## src/rtl/estc_defines.svh

```systemverilog
`ifndef ESTC_DEFINES_SVH
`define ESTC_DEFINES_SVH

// register byte addresses
`define ESTC_ADDR_CTRL 8'h00
`define ESTC_ADDR_CMD 8'h04
`define ESTC_ADDR_USER 8'h08
`define ESTC_ADDR_EXPO 8'h0c
`define ESTC_ADDR_PERIOD 8'h10
`define ESTC_ADDR_MINPER 8'h14
`define ESTC_ADDR_TMRDUR 8'h18
`define ESTC_ADDR_STATUS 8'h1c

// control field positions
`define ESTC_CTRL_TRIGON 0
`define ESTC_CTRL_SRC_LSB 1
`define ESTC_CTRL_SRC_MSB 3
`define ESTC_CTRL_RISING 4
`define ESTC_CTRL_PW 5
`define ESTC_CTRL_TMRLVL 6

// command bits, write-one pulses
`define ESTC_CMD_START 0
`define ESTC_CMD_STOP 1
`define ESTC_CMD_SWTRIG 2

// reset values, times in clk_sys cycles
`define ESTC_RST_CTRL 32'h0000_0010
`define ESTC_RST_EXPO 32'h0000_0100
`define ESTC_RST_PERIOD 32'h0000_1000
`define ESTC_RST_MINPER 32'h0000_0800
`define ESTC_RST_TMRDUR 32'h0000_0100

`define ESTC_RESP_OKAY 2'b00
`define ESTC_RESP_SLVERR 2'b10

`endif

```

## src/rtl/estc_pkg.sv

```systemverilog
package estc_pkg;

   typedef logic [31:0] estc_word_t;
   typedef logic [7:0] estc_addr_t;

   typedef enum logic [2:0] {
      ST_IDLE = 3'h1,
      ST_WAIT = 3'h2,
      ST_EXPOSE = 3'h4
   } estc_state_e;

   typedef enum logic [2:0] {
      SRC_SW = 3'h0,
      SRC_USER = 3'h1,
      SRC_LINK = 3'h2,
      SRC_TIMER = 3'h3,
      SRC_LINE = 3'h4
   } estc_src_e;

endpackage

```

## src/rtl/estc_tick_if.sv

```systemverilog
`timescale 1ns/1ns
interface estc_tick_if;
   import estc_pkg::*;
   logic run;
   estc_word_t period;
   logic tick;
   modport ctl (output run, output period, input tick);
   modport tmr (input run, input period, output tick);
endinterface

```

## src/rtl/estc_line_sync.sv

```systemverilog
`timescale 1ns/1ns
module estc_line_sync
(
   input wire logic clk_sys,
   input wire logic nrst,
   input wire logic lineIn,
   output logic lineOut
);
   logic s1_reg;
   logic s2_reg;
   logic s3_reg;
   logic stable_reg;

   // s1 feeds only s2; a change counts once s2 and s3 agree
   always_ff @(posedge clk_sys or negedge nrst)
   begin
      if (!nrst)
      begin
         s1_reg <= 1'b0;
         s2_reg <= 1'b0;
         s3_reg <= 1'b0;
         stable_reg <= 1'b0;
      end
      else
      begin
         s1_reg <= lineIn;
         s2_reg <= s1_reg;
         s3_reg <= s2_reg;
         if (s2_reg == s3_reg)
            stable_reg <= s3_reg;
      end
   end

   assign lineOut = stable_reg;
endmodule

```

## src/rtl/estc_period_timer.sv

```systemverilog
`timescale 1ns/1ns
module estc_period_timer
(
   input wire logic clk_sys,
   input wire logic nrst,
   estc_tick_if.tmr tk
);
   import estc_pkg::*;

   estc_word_t cnt_reg;
   logic tick_reg;

   // idle counter sits at zero so the first event follows start at once
   always_ff @(posedge clk_sys or negedge nrst)
   begin
      if (!nrst)
      begin
         cnt_reg <= 32'h0000_0000;
         tick_reg <= 1'b0;
      end
      else if (!tk.run)
      begin
         cnt_reg <= 32'h0000_0000;
         tick_reg <= 1'b0;
      end
      else if (cnt_reg == 32'h0000_0000)
      begin
         cnt_reg <= tk.period - 32'h0000_0001;
         tick_reg <= 1'b1;
      end
      else
      begin
         cnt_reg <= cnt_reg - 32'h0000_0001;
         tick_reg <= 1'b0;
      end
   end

   assign tk.tick = tick_reg;
endmodule

```

## src/rtl/estc_top.sv

```systemverilog
// Operation
// trigger mode off: all exposure starts are made internally
// free-run starts follow acquisition start and stop at acquisition stop
// free-run rate is programmed rate, limited to maximum allowed rate
// trigger mode off: exposure lasts the programmed exposure duration
// trigger mode on: frame begins only on the selected source's start event
// edge polarity chooses rising or falling transition as start event
// software source: exposure always uses programmed duration
// link or line source: timed duration, or incoming pulse in pulse-width mode
// timer source pulse-width: timer duration if edge, signal level if level
// user output source pulse-width: exposure spans user output on to off
// software source while waiting: software trigger starts exposure
// leave waiting on exposure start, return when ready again
// software triggers arriving while not ready are dropped, never queued
// trigger issuer keeps rate at or below maximum allowed frame rate
// link or line: each selected edge while waiting starts acquisition
// link trigger: one frame per accepted trigger period
// line source uses external control input as start source
// link source uses host link trigger events as start source
// pulse-width: exposure from selected edge to the opposite edge
// timed mode: start events during an exposure are ignored
// synchronise pin triggers, one single-cycle pulse per qualifying edge
// free-run interval counter loads larger of period and minimum period
//
// The register addresses and the AXI4-Lite register port were decided locally.
`timescale 1ns/1ns
`include "estc_defines.svh"
module estc_top
(
   input wire logic clk_sys,
   input wire logic nrst,
   input wire estc_pkg::estc_addr_t s_axi_awaddr,
   input wire logic s_axi_awvalid,
   output logic s_axi_awready,
   input wire estc_pkg::estc_word_t s_axi_wdata,
   input wire logic [3:0] s_axi_wstrb,
   input wire logic s_axi_wvalid,
   output logic s_axi_wready,
   output logic [1:0] s_axi_bresp,
   output logic s_axi_bvalid,
   input wire logic s_axi_bready,
   input wire estc_pkg::estc_addr_t s_axi_araddr,
   input wire logic s_axi_arvalid,
   output logic s_axi_arready,
   output estc_pkg::estc_word_t s_axi_rdata,
   output logic [1:0] s_axi_rresp,
   output logic s_axi_rvalid,
   input wire logic s_axi_rready,
   input wire logic externalLine,
   input wire logic hostLinkTrigger,
   input wire logic timerActive,
   output logic exposureActive,
   output logic frameStart,
   output logic waitingForStart
);
   import estc_pkg::*;

   function automatic logic addrMapped(input estc_addr_t a);
      addrMapped = (a[1:0] == 2'b00) && (a <= `ESTC_ADDR_STATUS);
   endfunction

   function automatic estc_word_t applyStrb(input estc_word_t old, input estc_word_t nw, input logic [3:0] st);
      integer i;
      applyStrb = old;
      for (i = 0; i < 4; i = i + 1)
         if (st[i])
            applyStrb[i*8 +: 8] = nw[i*8 +: 8];
   endfunction

   ////////////////////////////////////////////////////////////////////////////
   // axi4-lite slave

   logic awready_reg;
   logic wready_reg;
   logic bvalid_reg;
   logic [1:0] bresp_reg;
   logic arready_reg;
   logic rvalid_reg;
   logic [1:0] rresp_reg;
   estc_word_t rdata_reg;
   estc_addr_t awAddr_reg;
   estc_word_t wData_reg;
   logic [3:0] wStrb_reg;
   logic doWrite;

   assign doWrite = !awready_reg && !wready_reg && !bvalid_reg;

   // address and data are taken in either order, the write happens once both are held
   always_ff @(posedge clk_sys or negedge nrst)
   begin
      if (!nrst)
      begin
         awready_reg <= 1'b1;
         wready_reg <= 1'b1;
         bvalid_reg <= 1'b0;
         bresp_reg <= `ESTC_RESP_OKAY;
         awAddr_reg <= 8'h00;
         wData_reg <= 32'h0000_0000;
         wStrb_reg <= 4'h0;
      end
      else
      begin
         if (s_axi_awvalid && awready_reg)
         begin
            awAddr_reg <= s_axi_awaddr;
            awready_reg <= 1'b0;
         end
         if (s_axi_wvalid && wready_reg)
         begin
            wData_reg <= s_axi_wdata;
            wStrb_reg <= s_axi_wstrb;
            wready_reg <= 1'b0;
         end
         if (doWrite)
         begin
            bvalid_reg <= 1'b1;
            bresp_reg <= addrMapped(awAddr_reg) ? `ESTC_RESP_OKAY : `ESTC_RESP_SLVERR;
         end
         else if (bvalid_reg && s_axi_bready)
         begin
            bvalid_reg <= 1'b0;
            awready_reg <= 1'b1;
            wready_reg <= 1'b1;
         end
      end
   end

   ////////////////////////////////////////////////////////////////////////////
   // registers

   estc_word_t ctrl_reg;
   estc_word_t expo_reg;
   estc_word_t period_reg;
   estc_word_t minPer_reg;
   estc_word_t tmrDur_reg;
   logic userOut_reg;
   logic acqStart_reg;
   logic acqStop_reg;
   logic swTrig_reg;
   logic acquiring_reg;
   estc_state_e state_reg;

   always_ff @(posedge clk_sys or negedge nrst)
   begin
      if (!nrst)
      begin
         ctrl_reg <= `ESTC_RST_CTRL;
         expo_reg <= `ESTC_RST_EXPO;
         period_reg <= `ESTC_RST_PERIOD;
         minPer_reg <= `ESTC_RST_MINPER;
         tmrDur_reg <= `ESTC_RST_TMRDUR;
         userOut_reg <= 1'b0;
      end
      else if (doWrite)
      begin
         case (awAddr_reg)
            `ESTC_ADDR_CTRL: ctrl_reg <= applyStrb(ctrl_reg, wData_reg, wStrb_reg);
            `ESTC_ADDR_EXPO: expo_reg <= applyStrb(expo_reg, wData_reg, wStrb_reg);
            `ESTC_ADDR_PERIOD: period_reg <= applyStrb(period_reg, wData_reg, wStrb_reg);
            `ESTC_ADDR_MINPER: minPer_reg <= applyStrb(minPer_reg, wData_reg, wStrb_reg);
            `ESTC_ADDR_TMRDUR: tmrDur_reg <= applyStrb(tmrDur_reg, wData_reg, wStrb_reg);
            `ESTC_ADDR_USER:
               if (wStrb_reg[0])
                  userOut_reg <= wData_reg[0];
            default: ;
         endcase
      end
   end

   // command bits live one cycle; nothing is stored, so a late trigger is lost
   always_ff @(posedge clk_sys or negedge nrst)
   begin
      if (!nrst)
      begin
         acqStart_reg <= 1'b0;
         acqStop_reg <= 1'b0;
         swTrig_reg <= 1'b0;
      end
      else
      begin
         acqStart_reg <= doWrite && awAddr_reg == `ESTC_ADDR_CMD && wStrb_reg[0] && wData_reg[`ESTC_CMD_START];
         acqStop_reg <= doWrite && awAddr_reg == `ESTC_ADDR_CMD && wStrb_reg[0] && wData_reg[`ESTC_CMD_STOP];
         swTrig_reg <= doWrite && awAddr_reg == `ESTC_ADDR_CMD && wStrb_reg[0] && wData_reg[`ESTC_CMD_SWTRIG];
      end
   end

   // read side; status shows acquisition and state bits
   always_ff @(posedge clk_sys or negedge nrst)
   begin
      if (!nrst)
      begin
         arready_reg <= 1'b1;
         rvalid_reg <= 1'b0;
         rresp_reg <= `ESTC_RESP_OKAY;
         rdata_reg <= 32'h0000_0000;
      end
      else if (s_axi_arvalid && arready_reg)
      begin
         arready_reg <= 1'b0;
         rvalid_reg <= 1'b1;
         rresp_reg <= addrMapped(s_axi_araddr) ? `ESTC_RESP_OKAY : `ESTC_RESP_SLVERR;
         case (s_axi_araddr)
            `ESTC_ADDR_CTRL: rdata_reg <= {25'h0, ctrl_reg[6:0]};
            `ESTC_ADDR_USER: rdata_reg <= {31'h0, userOut_reg};
            `ESTC_ADDR_EXPO: rdata_reg <= expo_reg;
            `ESTC_ADDR_PERIOD: rdata_reg <= period_reg;
            `ESTC_ADDR_MINPER: rdata_reg <= minPer_reg;
            `ESTC_ADDR_TMRDUR: rdata_reg <= tmrDur_reg;
            `ESTC_ADDR_STATUS: rdata_reg <= {28'h0000000, state_reg, acquiring_reg};
            default: rdata_reg <= 32'h0000_0000;
         endcase
      end
      else if (rvalid_reg && s_axi_rready)
      begin
         rvalid_reg <= 1'b0;
         arready_reg <= 1'b1;
      end
   end

   ////////////////////////////////////////////////////////////////////////////
   // trigger sources

   logic trigOn;
   logic rising;
   logic pwMode;
   logic tmrLevel;
   estc_src_e src;
   logic lineSync;
   logic linkSync;
   logic srcLevel;
   logic srcPrev_reg;
   logic startEdge;
   logic endEdge;
   logic startEvt;
   logic follow;
   estc_word_t expLoad;
   estc_tick_if tk ();

   assign trigOn = ctrl_reg[`ESTC_CTRL_TRIGON];
   assign rising = ctrl_reg[`ESTC_CTRL_RISING];
   assign pwMode = ctrl_reg[`ESTC_CTRL_PW];
   assign tmrLevel = ctrl_reg[`ESTC_CTRL_TMRLVL];
   assign src = estc_src_e'(ctrl_reg[`ESTC_CTRL_SRC_MSB:`ESTC_CTRL_SRC_LSB]);

   estc_line_sync u_line_sync (.clk_sys(clk_sys), .nrst(nrst), .lineIn(externalLine), .lineOut(lineSync));
   estc_line_sync u_link_sync (.clk_sys(clk_sys), .nrst(nrst), .lineIn(hostLinkTrigger), .lineOut(linkSync));

   // undefined source codes give a dead source, so trigger mode on then never starts
   always_comb
   begin
      case (src)
         SRC_USER: srcLevel = userOut_reg;
         SRC_LINK: srcLevel = linkSync;
         SRC_TIMER: srcLevel = timerActive;
         SRC_LINE: srcLevel = lineSync;
         default: srcLevel = 1'b0;
      endcase
   end

   always_ff @(posedge clk_sys or negedge nrst)
   begin
      if (!nrst)
         srcPrev_reg <= 1'b0;
      else
         srcPrev_reg <= srcLevel;
   end

   assign startEdge = rising ? (srcLevel && !srcPrev_reg) : (!srcLevel && srcPrev_reg);
   assign endEdge = rising ? (!srcLevel && srcPrev_reg) : (srcLevel && !srcPrev_reg);

   // a software start is the command pulse, otherwise the chosen edge, or the free-run tick
   assign startEvt = trigOn ? ((src == SRC_SW) ? swTrig_reg : startEdge) : tk.tick;

   // software never follows a pulse; in pulse-width mode an edge-started timer uses its own duration
   assign follow = trigOn && pwMode && src != SRC_SW && !(src == SRC_TIMER && !tmrLevel);
   assign expLoad = (trigOn && pwMode && src == SRC_TIMER && !tmrLevel) ? tmrDur_reg : expo_reg;

   // free-run limit: programmed period, never shorter than the minimum period
   assign tk.run = acquiring_reg && !trigOn;
   assign tk.period = (period_reg > minPer_reg) ? period_reg : minPer_reg;

   estc_period_timer u_timer (.clk_sys(clk_sys), .nrst(nrst), .tk(tk));

   ////////////////////////////////////////////////////////////////////////////
   // acquisition state

   estc_word_t expCnt_reg;
   logic followHeld_reg;
   logic frameStart_reg;
   logic expDone;

   // a stop lets the running exposure finish before going idle
   always_ff @(posedge clk_sys or negedge nrst)
   begin
      if (!nrst)
         acquiring_reg <= 1'b0;
      else if (acqStart_reg)
         acquiring_reg <= 1'b1;
      else if (acqStop_reg)
         acquiring_reg <= 1'b0;
   end

   assign expDone = followHeld_reg ? endEdge : (expCnt_reg == 32'h0000_0000);

   always_ff @(posedge clk_sys or negedge nrst)
   begin
      if (!nrst)
         state_reg <= ST_IDLE;
      else
      begin
         unique case (state_reg)
            ST_IDLE:
               if (acquiring_reg)
                  state_reg <= ST_WAIT;
            ST_WAIT:
               if (!acquiring_reg)
                  state_reg <= ST_IDLE;
               else if (startEvt)
                  state_reg <= ST_EXPOSE;
            ST_EXPOSE:
               if (expDone)
                  state_reg <= acquiring_reg ? ST_WAIT : ST_IDLE;
            default: state_reg <= ST_IDLE;
         endcase
      end
   end

   // length is fixed at start; a zero duration still exposes one cycle
   always_ff @(posedge clk_sys or negedge nrst)
   begin
      if (!nrst)
      begin
         expCnt_reg <= 32'h0000_0000;
         followHeld_reg <= 1'b0;
         frameStart_reg <= 1'b0;
      end
      else
      begin
         frameStart_reg <= state_reg == ST_WAIT && acquiring_reg && startEvt;
         if (state_reg == ST_WAIT && acquiring_reg && startEvt)
         begin
            expCnt_reg <= (expLoad == 32'h0000_0000) ? expLoad : expLoad - 32'h0000_0001;
            followHeld_reg <= follow;
         end
         else if (state_reg == ST_EXPOSE && expCnt_reg != 32'h0000_0000)
            expCnt_reg <= expCnt_reg - 32'h0000_0001;
      end
   end

   assign exposureActive = state_reg[2];
   assign waitingForStart = state_reg[1];
   assign frameStart = frameStart_reg;
   assign s_axi_awready = awready_reg;
   assign s_axi_wready = wready_reg;
   assign s_axi_bvalid = bvalid_reg;
   assign s_axi_bresp = bresp_reg;
   assign s_axi_arready = arready_reg;
   assign s_axi_rvalid = rvalid_reg;
   assign s_axi_rresp = rresp_reg;
   assign s_axi_rdata = rdata_reg;

   ////////////////////////////////////////////////////////////////////////////
   // checks

   estc_word_t hlpLen_reg;
   estc_word_t hlpTarget_reg;

   always_ff @(posedge clk_sys or negedge nrst)
   begin
      if (!nrst)
      begin
         hlpLen_reg <= 32'h0000_0000;
         hlpTarget_reg <= 32'h0000_0000;
      end
      else if (state_reg == ST_WAIT && acquiring_reg && startEvt)
      begin
         hlpLen_reg <= 32'h0000_0000;
         hlpTarget_reg <= (expLoad == 32'h0000_0000) ? 32'h0000_0001 : expLoad;
      end
      else if (state_reg == ST_EXPOSE)
         hlpLen_reg <= hlpLen_reg + 32'h0000_0001;
   end
endmodule

```

## config.mk

```make
export PLATFORM = sky130hd
export DESIGN_NAME = estc_top
export DESIGN_NICKNAME = d
export VERILOG_FILES = /design/src/rtl/estc_pkg.sv /design/src/rtl/estc_tick_if.sv /design/src/rtl/estc_line_sync.sv /design/src/rtl/estc_period_timer.sv /design/src/rtl/estc_top.sv
export VERILOG_INCLUDE_DIRS = /design/src /design/src/rtl
export SDC_FILE = /design/constraint.sdc
export NUM_CORES = 1
export LEC_CHECK = 0
export BUFFER_PORTS_ARGS = -buffer_cell sky130_fd_sc_hd__buf_4
export CORE_ASPECT_RATIO = 1.25
export CORE_MARGIN = 2
export CORE_UTILIZATION = 50
export DETAILED_ROUTE_END_ITERATION = 7
export HOLD_SLACK_MARGIN = 0.05
export PLACE_DENSITY = 0.68
export SYNTH_ARGS = -nofsm -noshare
export SYNTH_HDL_FRONTEND = slang
export SYNTH_SLANG_ARGS = --single-unit
```

## constraint.sdc

```tcl
create_clock -name clk_sys -period 5.8 [get_ports clk_sys]
set_clock_uncertainty 0.1 [all_clocks]
set_input_delay 0.87 -clock clk_sys [delete_from_list [all_inputs] [get_ports clk_sys]]
set_output_delay 0.87 -clock clk_sys [all_outputs]
set_load 0.1 [all_outputs]
```

**Word-level counts from Yosys, hierarchy flattened**

Cells that the tools add are included.

- $add $sub $neg: 4
- Magnitude comparators: 3
- Equality and inequality tests: 24
- Mux-type cells: 38
- Reductions and logical operators: 67

Operator list:

| kind | number |
|---|---|
| $mux W32 | 7 |
| $pmux W32 S7 | 1 |
| $sub A32 B1 Y32 const B | 4 |
| $logic_not A32 Y1 | 3 |
| $reduce_and A3 Y1 | 19 |
| $eq A8 B5 Y1 const B | 7 |
| $eq A8 B4 Y1 const B | 4 |
| $gt A32 B32 Y1 | 1 |
| $reduce_bool A32 Y1 | 1 |
| $logic_and A1 B1 Y1 | 26 |
| $mux W1 | 21 |
| $le A8 B5 Y1 const B | 2 |
| $logic_not A8 Y1 | 2 |
| $mux W3 | 4 |
| $eq A3 B2 Y1 const B | 3 |
| $pmux W3 S3 | 1 |
| $eq A8 B3 Y1 const B | 1 |
| $logic_not A1 Y1 | 8 |
| $reduce_bool A2 Y1 | 4 |
| $eq A3 B1 Y1 const B | 2 |
| $eq A3 B3 Y1 const B | 2 |
| $mux W2 | 3 |
| $logic_not A2 Y1 | 2 |
| $ne A2 B2 Y1 const B | 2 |
| 5 further kinds | 6 |

- Register bits after elaboration: 304
- Output and inout bits: 44
- Word-level logic and storage cells: 184

**Depth between registers and ports, before layout**

Gate-level depths: netlist of run 1.

- Depth after elaboration: 10
- Depth in mapped cells: 18
- Gate-level depth less buffers: 14

**By module**

Synthesis of run 1 repeated with hierarchy kept, for this count alone.

- Cells, all modules: 1,605
- Area, all modules: 16,774.8 um^2

By module, submodules not included:

| module | times used | cells an instance | area each (um^2) |
|---|---|---|---|
| estc_top | 1 | 1,324 | 14,288.7 |
| estc_period_timer | 1 | 271 | 2,263.4 |
| estc_line_sync | 2 | 5 | 111.4 |

**Least setup slack after synthesis of run 1**

OpenSTA, ideal clock, no wires.

- Path kind: reg-to-reg
- Start: register ctrl_reg[6]
- End: register expCnt_reg[29]
- Library setup time: 0.111 ns
- Arrival time: 3.633 ns
- Data required time: 5.589 ns
- Path slack: 1.956 ns
- Cell stages (with the launch flop): 18
- Buffers on the path: 3
- Cells stage by stage: dfrtp_1 nand3b_1 or3_1 buf_2 buf_2 buf_1 mux2i_1 ha_1 nor4b_1 nand4_1 nor4_1 o21a_1 nor4_2 and2_2 nand2_1 nor4b_1 xnor2_1 a222oi_1

- Cells in the longest elaborated chain, start to end: 6
- Elaborated cells on any way between the ends: 7

RTL lines:

| what | line | text |
|---|---|---|
| from (decl) | estc_top.sv:131 | `estc_word_t ctrl_reg;` |
| from (signal assigned) | estc_top.sv:147 | `` ctrl_reg <= `ESTC_RST_CTRL; `` |
| from (signal assigned) | estc_top.sv:157 | `` `ESTC_ADDR_CTRL: ctrl_reg <= applyStrb(ctrl_reg, wData_reg, wStrb_reg); `` |
| $logic_not A1 Y1 * | estc_top.sv:276 | `assign expLoad = (trigOn && pwMode && src == SRC_TIMER && !tmrLevel) ? tmrDur_reg : expo_reg;` |
| $logic_and A1 B1 Y1 * | estc_top.sv:276 |  |
| $mux W32 * | estc_top.sv:276 |  |
| $sub A32 B1 Y32 / $logic_not A32 Y1 (equally long branches) | -- |  |
| $mux W32 * | estc_top.sv:342 | `expCnt_reg <= (expLoad == 32'h0000_0000) ? expLoad : expLoad - 32'h0000_0001;` |
| $mux W32 * | estc_top.sv:340 | `if (state_reg == ST_WAIT && acquiring_reg && startEvt)` |
| to (signal assigned) | estc_top.sv:342 |  |
| to (signal assigned) | estc_top.sv:346 | `expCnt_reg <= expCnt_reg - 32'h0000_0001;` |
| to (decl) | estc_top.sv:287 | `estc_word_t expCnt_reg;` |

Mark *: on every way between the ends. The rest lies on a longest branch, timed or not.
A chain may end at the register's enable or synchronous reset.

**Worst setup path after layout of run 1**

- Start: register minPer_reg[11]
- End: register u_timer.cnt_reg[27]

- Cells in the longest elaborated chain, start to end: 5

RTL lines:

| what | line | text |
|---|---|---|
| from (decl) | estc_top.sv:134 | `estc_word_t minPer_reg;` |
| from (signal assigned) | estc_top.sv:150 | `` minPer_reg <= `ESTC_RST_MINPER; `` |
| from (signal assigned) | estc_top.sv:160 | `` `ESTC_ADDR_MINPER: minPer_reg <= applyStrb(minPer_reg, wData_reg, wStrb_reg); `` |
| $gt A32 B32 Y1 | estc_top.sv:280 | `assign tk.period = (period_reg > minPer_reg) ? period_reg : minPer_reg;` |
| $mux W32 * | estc_top.sv:280 |  |
| $sub A32 B1 Y32 * | estc_period_timer.sv:28 | `cnt_reg <= tk.period - 32'h0000_0001;` |
| $mux W32 * | estc_period_timer.sv:26 | `else if (cnt_reg == 32'h0000_0000)` |
| $mux W32 * | estc_period_timer.sv:21 | `else if (!tk.run)` |
| to (signal assigned) | estc_period_timer.sv:28 |  |
| to (signal assigned) | estc_period_timer.sv:33 | `cnt_reg <= cnt_reg - 32'h0000_0001;` |
| to (decl) | estc_period_timer.sv:10 | `estc_word_t cnt_reg;` |

Marked as above.

==> summary.txt, run 1 <==
Outcome
  – Outcome: finished, final reports clean

Critical path
  – Slowest cell on crit path: a311oi_1
  – CP bufs+invs: 1
  – Worst-path cell chain: inv_1, ha_1, nand4_1, nor4_1, and2_1, a31o_2, a21oi_1, a311oi_1, and4bb_2, nand3_2, or4_1, and3_1
  – Worst setup SP type: flip-flop
  – Crit end category: flip-flop
  – Critical path data arrival time: 4950 ps
  – Crit-path max FO: 22
  – CP peak stage delay: 590 ps
  – Crit path max-delay family: simple AND/OR/NAND/NOR gates
  – WP data required: 6160 ps
  – Setup Crit Path Kind: flip-flop to flip-flop

Detailed routing
  – Post-route ant nets: 0
  – Drt first pass iters: 5
  – Initial DRC count: 1116
  – Final WL: 44.0 mm
  – Vias per cell: 6.17
  – # DRC: 0
  – Wire length per cell: 21.7 um
  – Via count: 12540

Global routing
  – GRT Util Overall: 26.6%
  – Pin count of the biggest net entering global routing: 145
  – GR Util met3: 3.44%
  – GRT busiest layer: met2
  – Grt met1 use: 37.4%
  – First-pass GRT wire length: 70.3 mm
  – Initial antenna violation count: 0
  – Met2 Track Usage GR: 42.5%
  – Grt ovf: 0
  – Vias in the first global route: 12395

Synthesis
  – Synth top area share: 45.5%
  – Synth Area in XOR/XNOR: 4.07%
  – EDFF count, synth: 0
  – Post-synthesis simple-gate area fraction: 14.9%
  – Leading post-synthesis cells by cell area: dfrtp_1 45%, mux2_2 13%, nand2_1 2.9%
  – Mux cell area share after synthesis: 15.2%
  – Synth Area in Compound Gates: 12.8%
  – Post-synth ARST share: 100%
  – Syn Std Cell Area: 0.0161 mm^2
  – Top cells by count, synth: 293 x dfrtp_1, 185 x mux2_2, 126 x nand2_1
  – Largest area contributor in the netlist: dfrtp_1
  – Seq cells post-synth: 302
  – Synthesized area per cell: 10.7 um^2
  – Post-Synth Adder-Cell Area: 2.92%
  – Main combinational cell family by area after synthesis: multiplexers
  – Dominant synthesized flop cell: dfrtp_1
  – Synth warn: 0
  – Post-synth cell types: 83
  – Most common cell in the netlist: dfrtp_1
  – Cell count after synthesis: 1512
  – Sequential share of the synthesized area: 46.9%

Clocking
  – Clock Path Buffers: 3
  – Clock Tree Root: clkbuf_16
  – Clock latency on the worst-skew pair: 570 ps
  – CTS tree: built
  – Post-CTS Hold Buffers: 0
  – Post-CTS setup buffer count: 0
  – Clock buffer count from CTS: 30
  – CTS sink cnt: 302
  – CTS clk-pin slew, worst paths: 60 ps
  – CTS resizes: 0
  – H-tree Lvls: 1

Timing
  – Crit path time final: 4590 ps
  – Final worst setup slack: 1210 ps
  – Hold Vio Cnt, Final: 0
  – Unrepaired setup endpoints after global routing: false
  – Final setup violation count: 0
  – Period utilisation layout: 79.1%
  – Final Max Slew Viols: 0
  – Worst-margin pin slew: 1180 ps
  – Relative slew slack: 20.5%
  – Max Freq: 0.218 GHz
  – Setup TNS: 0 ps

Place
  – I/O Buffers: 103
  – Placed cells: 1978
  – Dpl ws: 1260 ps
  – Placed cell area: 0.0173 mm^2
  – Detailed placer's ending HPWL: 31.9 mm
  – GPL Wtd Cong: 0.930

Floorplanning
  – Initial Util: 50.7%
  – DIE AREA: 0.0337 mm^2
  – Core Region: 0.0318 mm^2
  – I/O Pins: 106
  – Chip Height: 205 um
  – # rows: 73
  – Die width: 165 um

Final layout
  – Area grow syn2layout: 13.7%
  – Fin nets: 1696
  – Fin area: 0.0183 mm^2
  – Diode count: 0
  – Non-Filler Instances: 2032
  – Fraction of layout instances using a drive strength above 1: 24.8%

Hold path
  – Min-Delay Path Class: input port to asynchronous set/reset pin

Run
  – Maxcap violations: 0
## layout make-up
class                           instances  area, um^2
Sequential cell                       302        7570
Clock inverter                         10         150
Timing Repair Buffer                  122         936
Inverter                               51         191
Multi-Input combinational cell       1091        8100
Clock buffer                           44         865
Tap cell                              412         515
Fill cell                            2717       13500
## cells in the final DEF (no fill, tap or decap), types with 6 or more instances in the layout
master / netlist / routed
a21o_1: 6 / 6
a21oi_1: 69 / 69
a221oi_1: 31 / 31
a22o_1: 25 / 25
a22oi_1: 12 / 12
a311oi_1: 12 / 12
and2_1: 7 / 7
and3_1: 8 / 8
buf_4: 4 / 120
clkbuf_1: 38 / 9
clkbuf_16: 0 / 31
clkinv_2: 0 / 6
dfrtp_1: 293 / 293
dfstp_2: 9 / 9
ha_1: 36 / 36
inv_1: 51 / 51
mux2_2: 185 / 185
mux2i_1: 36 / 36
nand2_1: 126 / 126
nand2b_1: 11 / 11
nand3_1: 36 / 36
nand4_1: 21 / 21
nor2_1: 95 / 92
nor3_1: 58 / 55
nor3b_1: 9 / 9
nor4_1: 30 / 29
nor4b_1: 6 / 6
o21ai_0: 65 / 65
o31ai_1: 6 / 6
o41ai_1: 7 / 7
or2_2: 7 / 7
or3_1: 14 / 13
or4_1: 13 / 13
xnor2_1: 46 / 46
xor2_1: 29 / 29
## worst register-to-register path: cells and delay by family (launching register included)
family | cells | cell delay (ps)
buffers and inverters | 1 | 60
DFF | 1 | 550
adders and majority gates | 1 | 310
and+or+nand+nor | 7 | 2280
AOI/OAI and AO/OA | 3 | 1190
## cells by family after synthesis
group	after synthesis
simple gates	467
xor+xnor	75
other cells	1
buf+inv	120
fa+ha+maj	38
mux	221
compound gates	288
flops	302
## stage by stage
stage / utilization (%) / hold slack (ps)
floorplan: - / 231
global placement: 54.5 / 237
detailed placement: 54.5 / 237
CTS: 57.7 / 239
global route: 57.7 / 262
finish: 57.7 / 194
## per-layer routing
layer / share of wire, % / vias up
met4: 3.5 / 0
li1: - / 5753
met3: 5.4 / 91
met1: 44 / 6284
met2: 47 / 412
met5: 0 / -
## final timing paths
kind / endpoint / startpoint / slack, ps / cells past startpoint
max reg2reg: u_timer.cnt_reg[27] / minPer_reg[11] / 1210 / 12
min: s_axi_bvalid / nrst / 190 / 1
min reg2reg: u_line_sync.s2_reg / u_line_sync.s1_reg / 250 / 0
min in group clk_sys: u_line_sync.s2_reg / u_line_sync.s1_reg / 250 / 0
max in group asynchronous: period_reg[18] / nrst / 4120 / 2
max: u_timer.cnt_reg[27] / minPer_reg[11] / 1210 / 12
Power of run 1 is left out: the tool's default activity adds up to more than one toggle a clock period on the data nets, which glitch-free logic cannot reach.
==> run 2: changes to the inputs <==
- ABC_AREA: unset -> 1
- clock period: 5.8 -> 4.7 ns (I/O delays scaled with it)
==> summary.txt, run 2 <==
Detailed routing
  – # DRC: 0
  – Drt first pass iters: 5
  – Post-route ant nets: 0
  – Via count: 15508
  – Wire length per cell: 19.2 um
  – Vias per cell: 5.63
  – Initial DRC count: 1257
  – Final WL: 52.9 mm

Critical path
  – Critical path data arrival time: 4630 ps
  – Worst setup SP type: flip-flop
  – WP data required: 5110 ps
  – Setup Crit Path Kind: flip-flop to flip-flop
  – Crit end category: flip-flop
  – Critical path origin: minPer_reg[11]
  – Crit-path max FO: 12
  – R2R Path Start: minPer_reg[11]

Clocking
  – CTS resizes: 0
  – Clock buffer count from CTS: 31
  – Post-CTS setup buffer count: 0
  – Clock latency on the worst-skew pair: 590 ps
  – H-tree Lvls: 1
  – Clock Path Buffers: 3
  – Post-CTS Hold Buffers: 0
  – CTS tree: built
  – CTS sink cnt: 302
  – Clock Tree Root: clkbuf_16
  – CTS clk-pin slew, worst paths: 70 ps

Final layout
  – Fin nets: 2407
  – FF/Latch Area: 0.00757 mm^2
  – Fraction of layout instances using a drive strength above 1: 11.2%
  – Fin area: 0.0191 mm^2
  – Diode count: 0
  – Multi-input logic area: 0.00803 mm^2
  – Area grow syn2layout: 13.5%
  – Most common cell after layout, fill and taps aside: nand2_1
  – Most frequent cells in the layout: 569 x nand2_1, 293 x dfrtp_1, 240 x o21ai_0
  – Fillers: 3109

Synthesis
  – Seq cells post-synth: 302
  – Leading post-synthesis cells by cell area: dfrtp_1 44%, nand2_1 13%, o21ai_0 7.1%
  – Synthesized area per cell: 7.55 um^2
  – Cell count after synthesis: 2229
  – Synth top area share: 43.5%
  – Most common cell in the netlist: nand2_1
  – Largest area contributor in the netlist: dfrtp_1
  – Synth warn: 0
  – Sequential share of the synthesized area: 45.0%
  – Top cells by count, synth: 571 x nand2_1, 293 x dfrtp_1, 240 x o21ai_0
  – Syn Std Cell Area: 0.0168 mm^2
  – Dominant synthesized flop cell: dfrtp_1
  – EDFF count, synth: 0
  – Post-synth cell types: 55
  – Post-synth ARST share: 100%

Global routing
  – Pin count of the biggest net entering global routing: 120
  – First-pass GRT wire length: 83.5 mm
  – Grt ovf: 0
  – GRT Util Overall: 30.3%
  – Vias in the first global route: 15118
  – Initial antenna violation count: 0

Floorplanning
  – # rows: 75
  – Initial Util: 50.4%
  – Core Region: 0.0334 mm^2
  – Die width: 168 um
  – I/O Pins: 106
  – Chip Height: 209 um
  – DIE AREA: 0.0352 mm^2

Hold path
  – Min-Delay Path Class: input port to asynchronous set/reset pin

Timing
  – Final Max Slew Viols: 0
  – Period utilisation layout: 89.8%
  – Hold Vio Cnt, Final: 0
  – Crit path time final: 4220 ps
  – Final setup violation count: 0
  – Relative slew slack: 24.8%
  – Unrepaired setup endpoints after global routing: false
  – Max Freq: 0.237 GHz
  – Worst-margin pin slew: 1130 ps
  – Setup TNS: 0 ps

Place
  – I/O Buffers: 103
  – Detailed placer's ending HPWL: 38.9 mm
  – GPL Wtd Cong: 0.958
  – Placed cell area: 0.0180 mm^2

Outcome
  – Outcome: finished, final reports clean

Run
  – Maxcap violations: 0
run 2: cell families after synthesis:
group / after synthesis / synth area share (%)
compound gates: 445 / 14.8
xor+xnor: 55 / 2.86
mux: 7 / 0.468
simple gates: 1065 / 26.6
other cells: 1 / 0.0223
buf+inv: 316 / 7.45
fa+ha+maj: 38 / 2.79
flops: 302 / 45.0
run 2: final cells by class:
class,count,area share [%]
clock buffer,41,4.57
clock inverter,16,1.19
inverter,233,4.58
multi-input combinational,1612,42.0
sequential,302,39.6
tap,423,2.77
timing repair buffer,129,5.24
run 2: worst max-delay path, cell delays in order (launching register included):
cell and delay, ps:
dfstp_2 560, inv_1 70, ha_1 290, nand2_1 50, inv_1 60, nand3_1 60, nor2_1 260, nand2_1 90
nand2_1 80, nand2_1 50, nand2_1 330, nand2_1 380, buf_4 300, nand2_1 70, nand3_1 70, nand2_1 210
nand2_1 140, nor2_1 160, nand2_1 150, nor2_2 290, nand2_1 120, nand2_1 80, nand2_1 60, nor2_1 110
run 2: through the flow:
step	utilization [%]	setup WS [ps]	std cells	hold WS, ps
after floorplan	-	1720	2230	231
after global placement	53.9	766	2699	237
after detailed placement	53.9	619	2699	239
after CTS	57.2	588	2756	113
after global routing	57.2	131	2756	122
final	57.2	481	2756	103
run 2: worst paths after layout:
kind,to,slack (ps),depth (start not counted)
max in group asynchronous,ctrl_reg[4],3290,2
worst min register to register,u_link_sync.s2_reg,250,0
worst min-delay path,awAddr_reg[7],100,1
worst max register to register,u_timer.cnt_reg[19],480,23
worst max-delay path,u_timer.cnt_reg[19],480,23
min in group clk_sys,u_link_sync.s1_reg,140,1
run 2: per-layer routing:
metal / GRT usage [%] / part of all wire (%)
met1: 38.6 / 41
met2: 52.5 / 49
met3: 3.52 / 5.8
met4: 12.3 / 4.3
met5: 0 / 0
Power of run 2 is left out for the same reason.
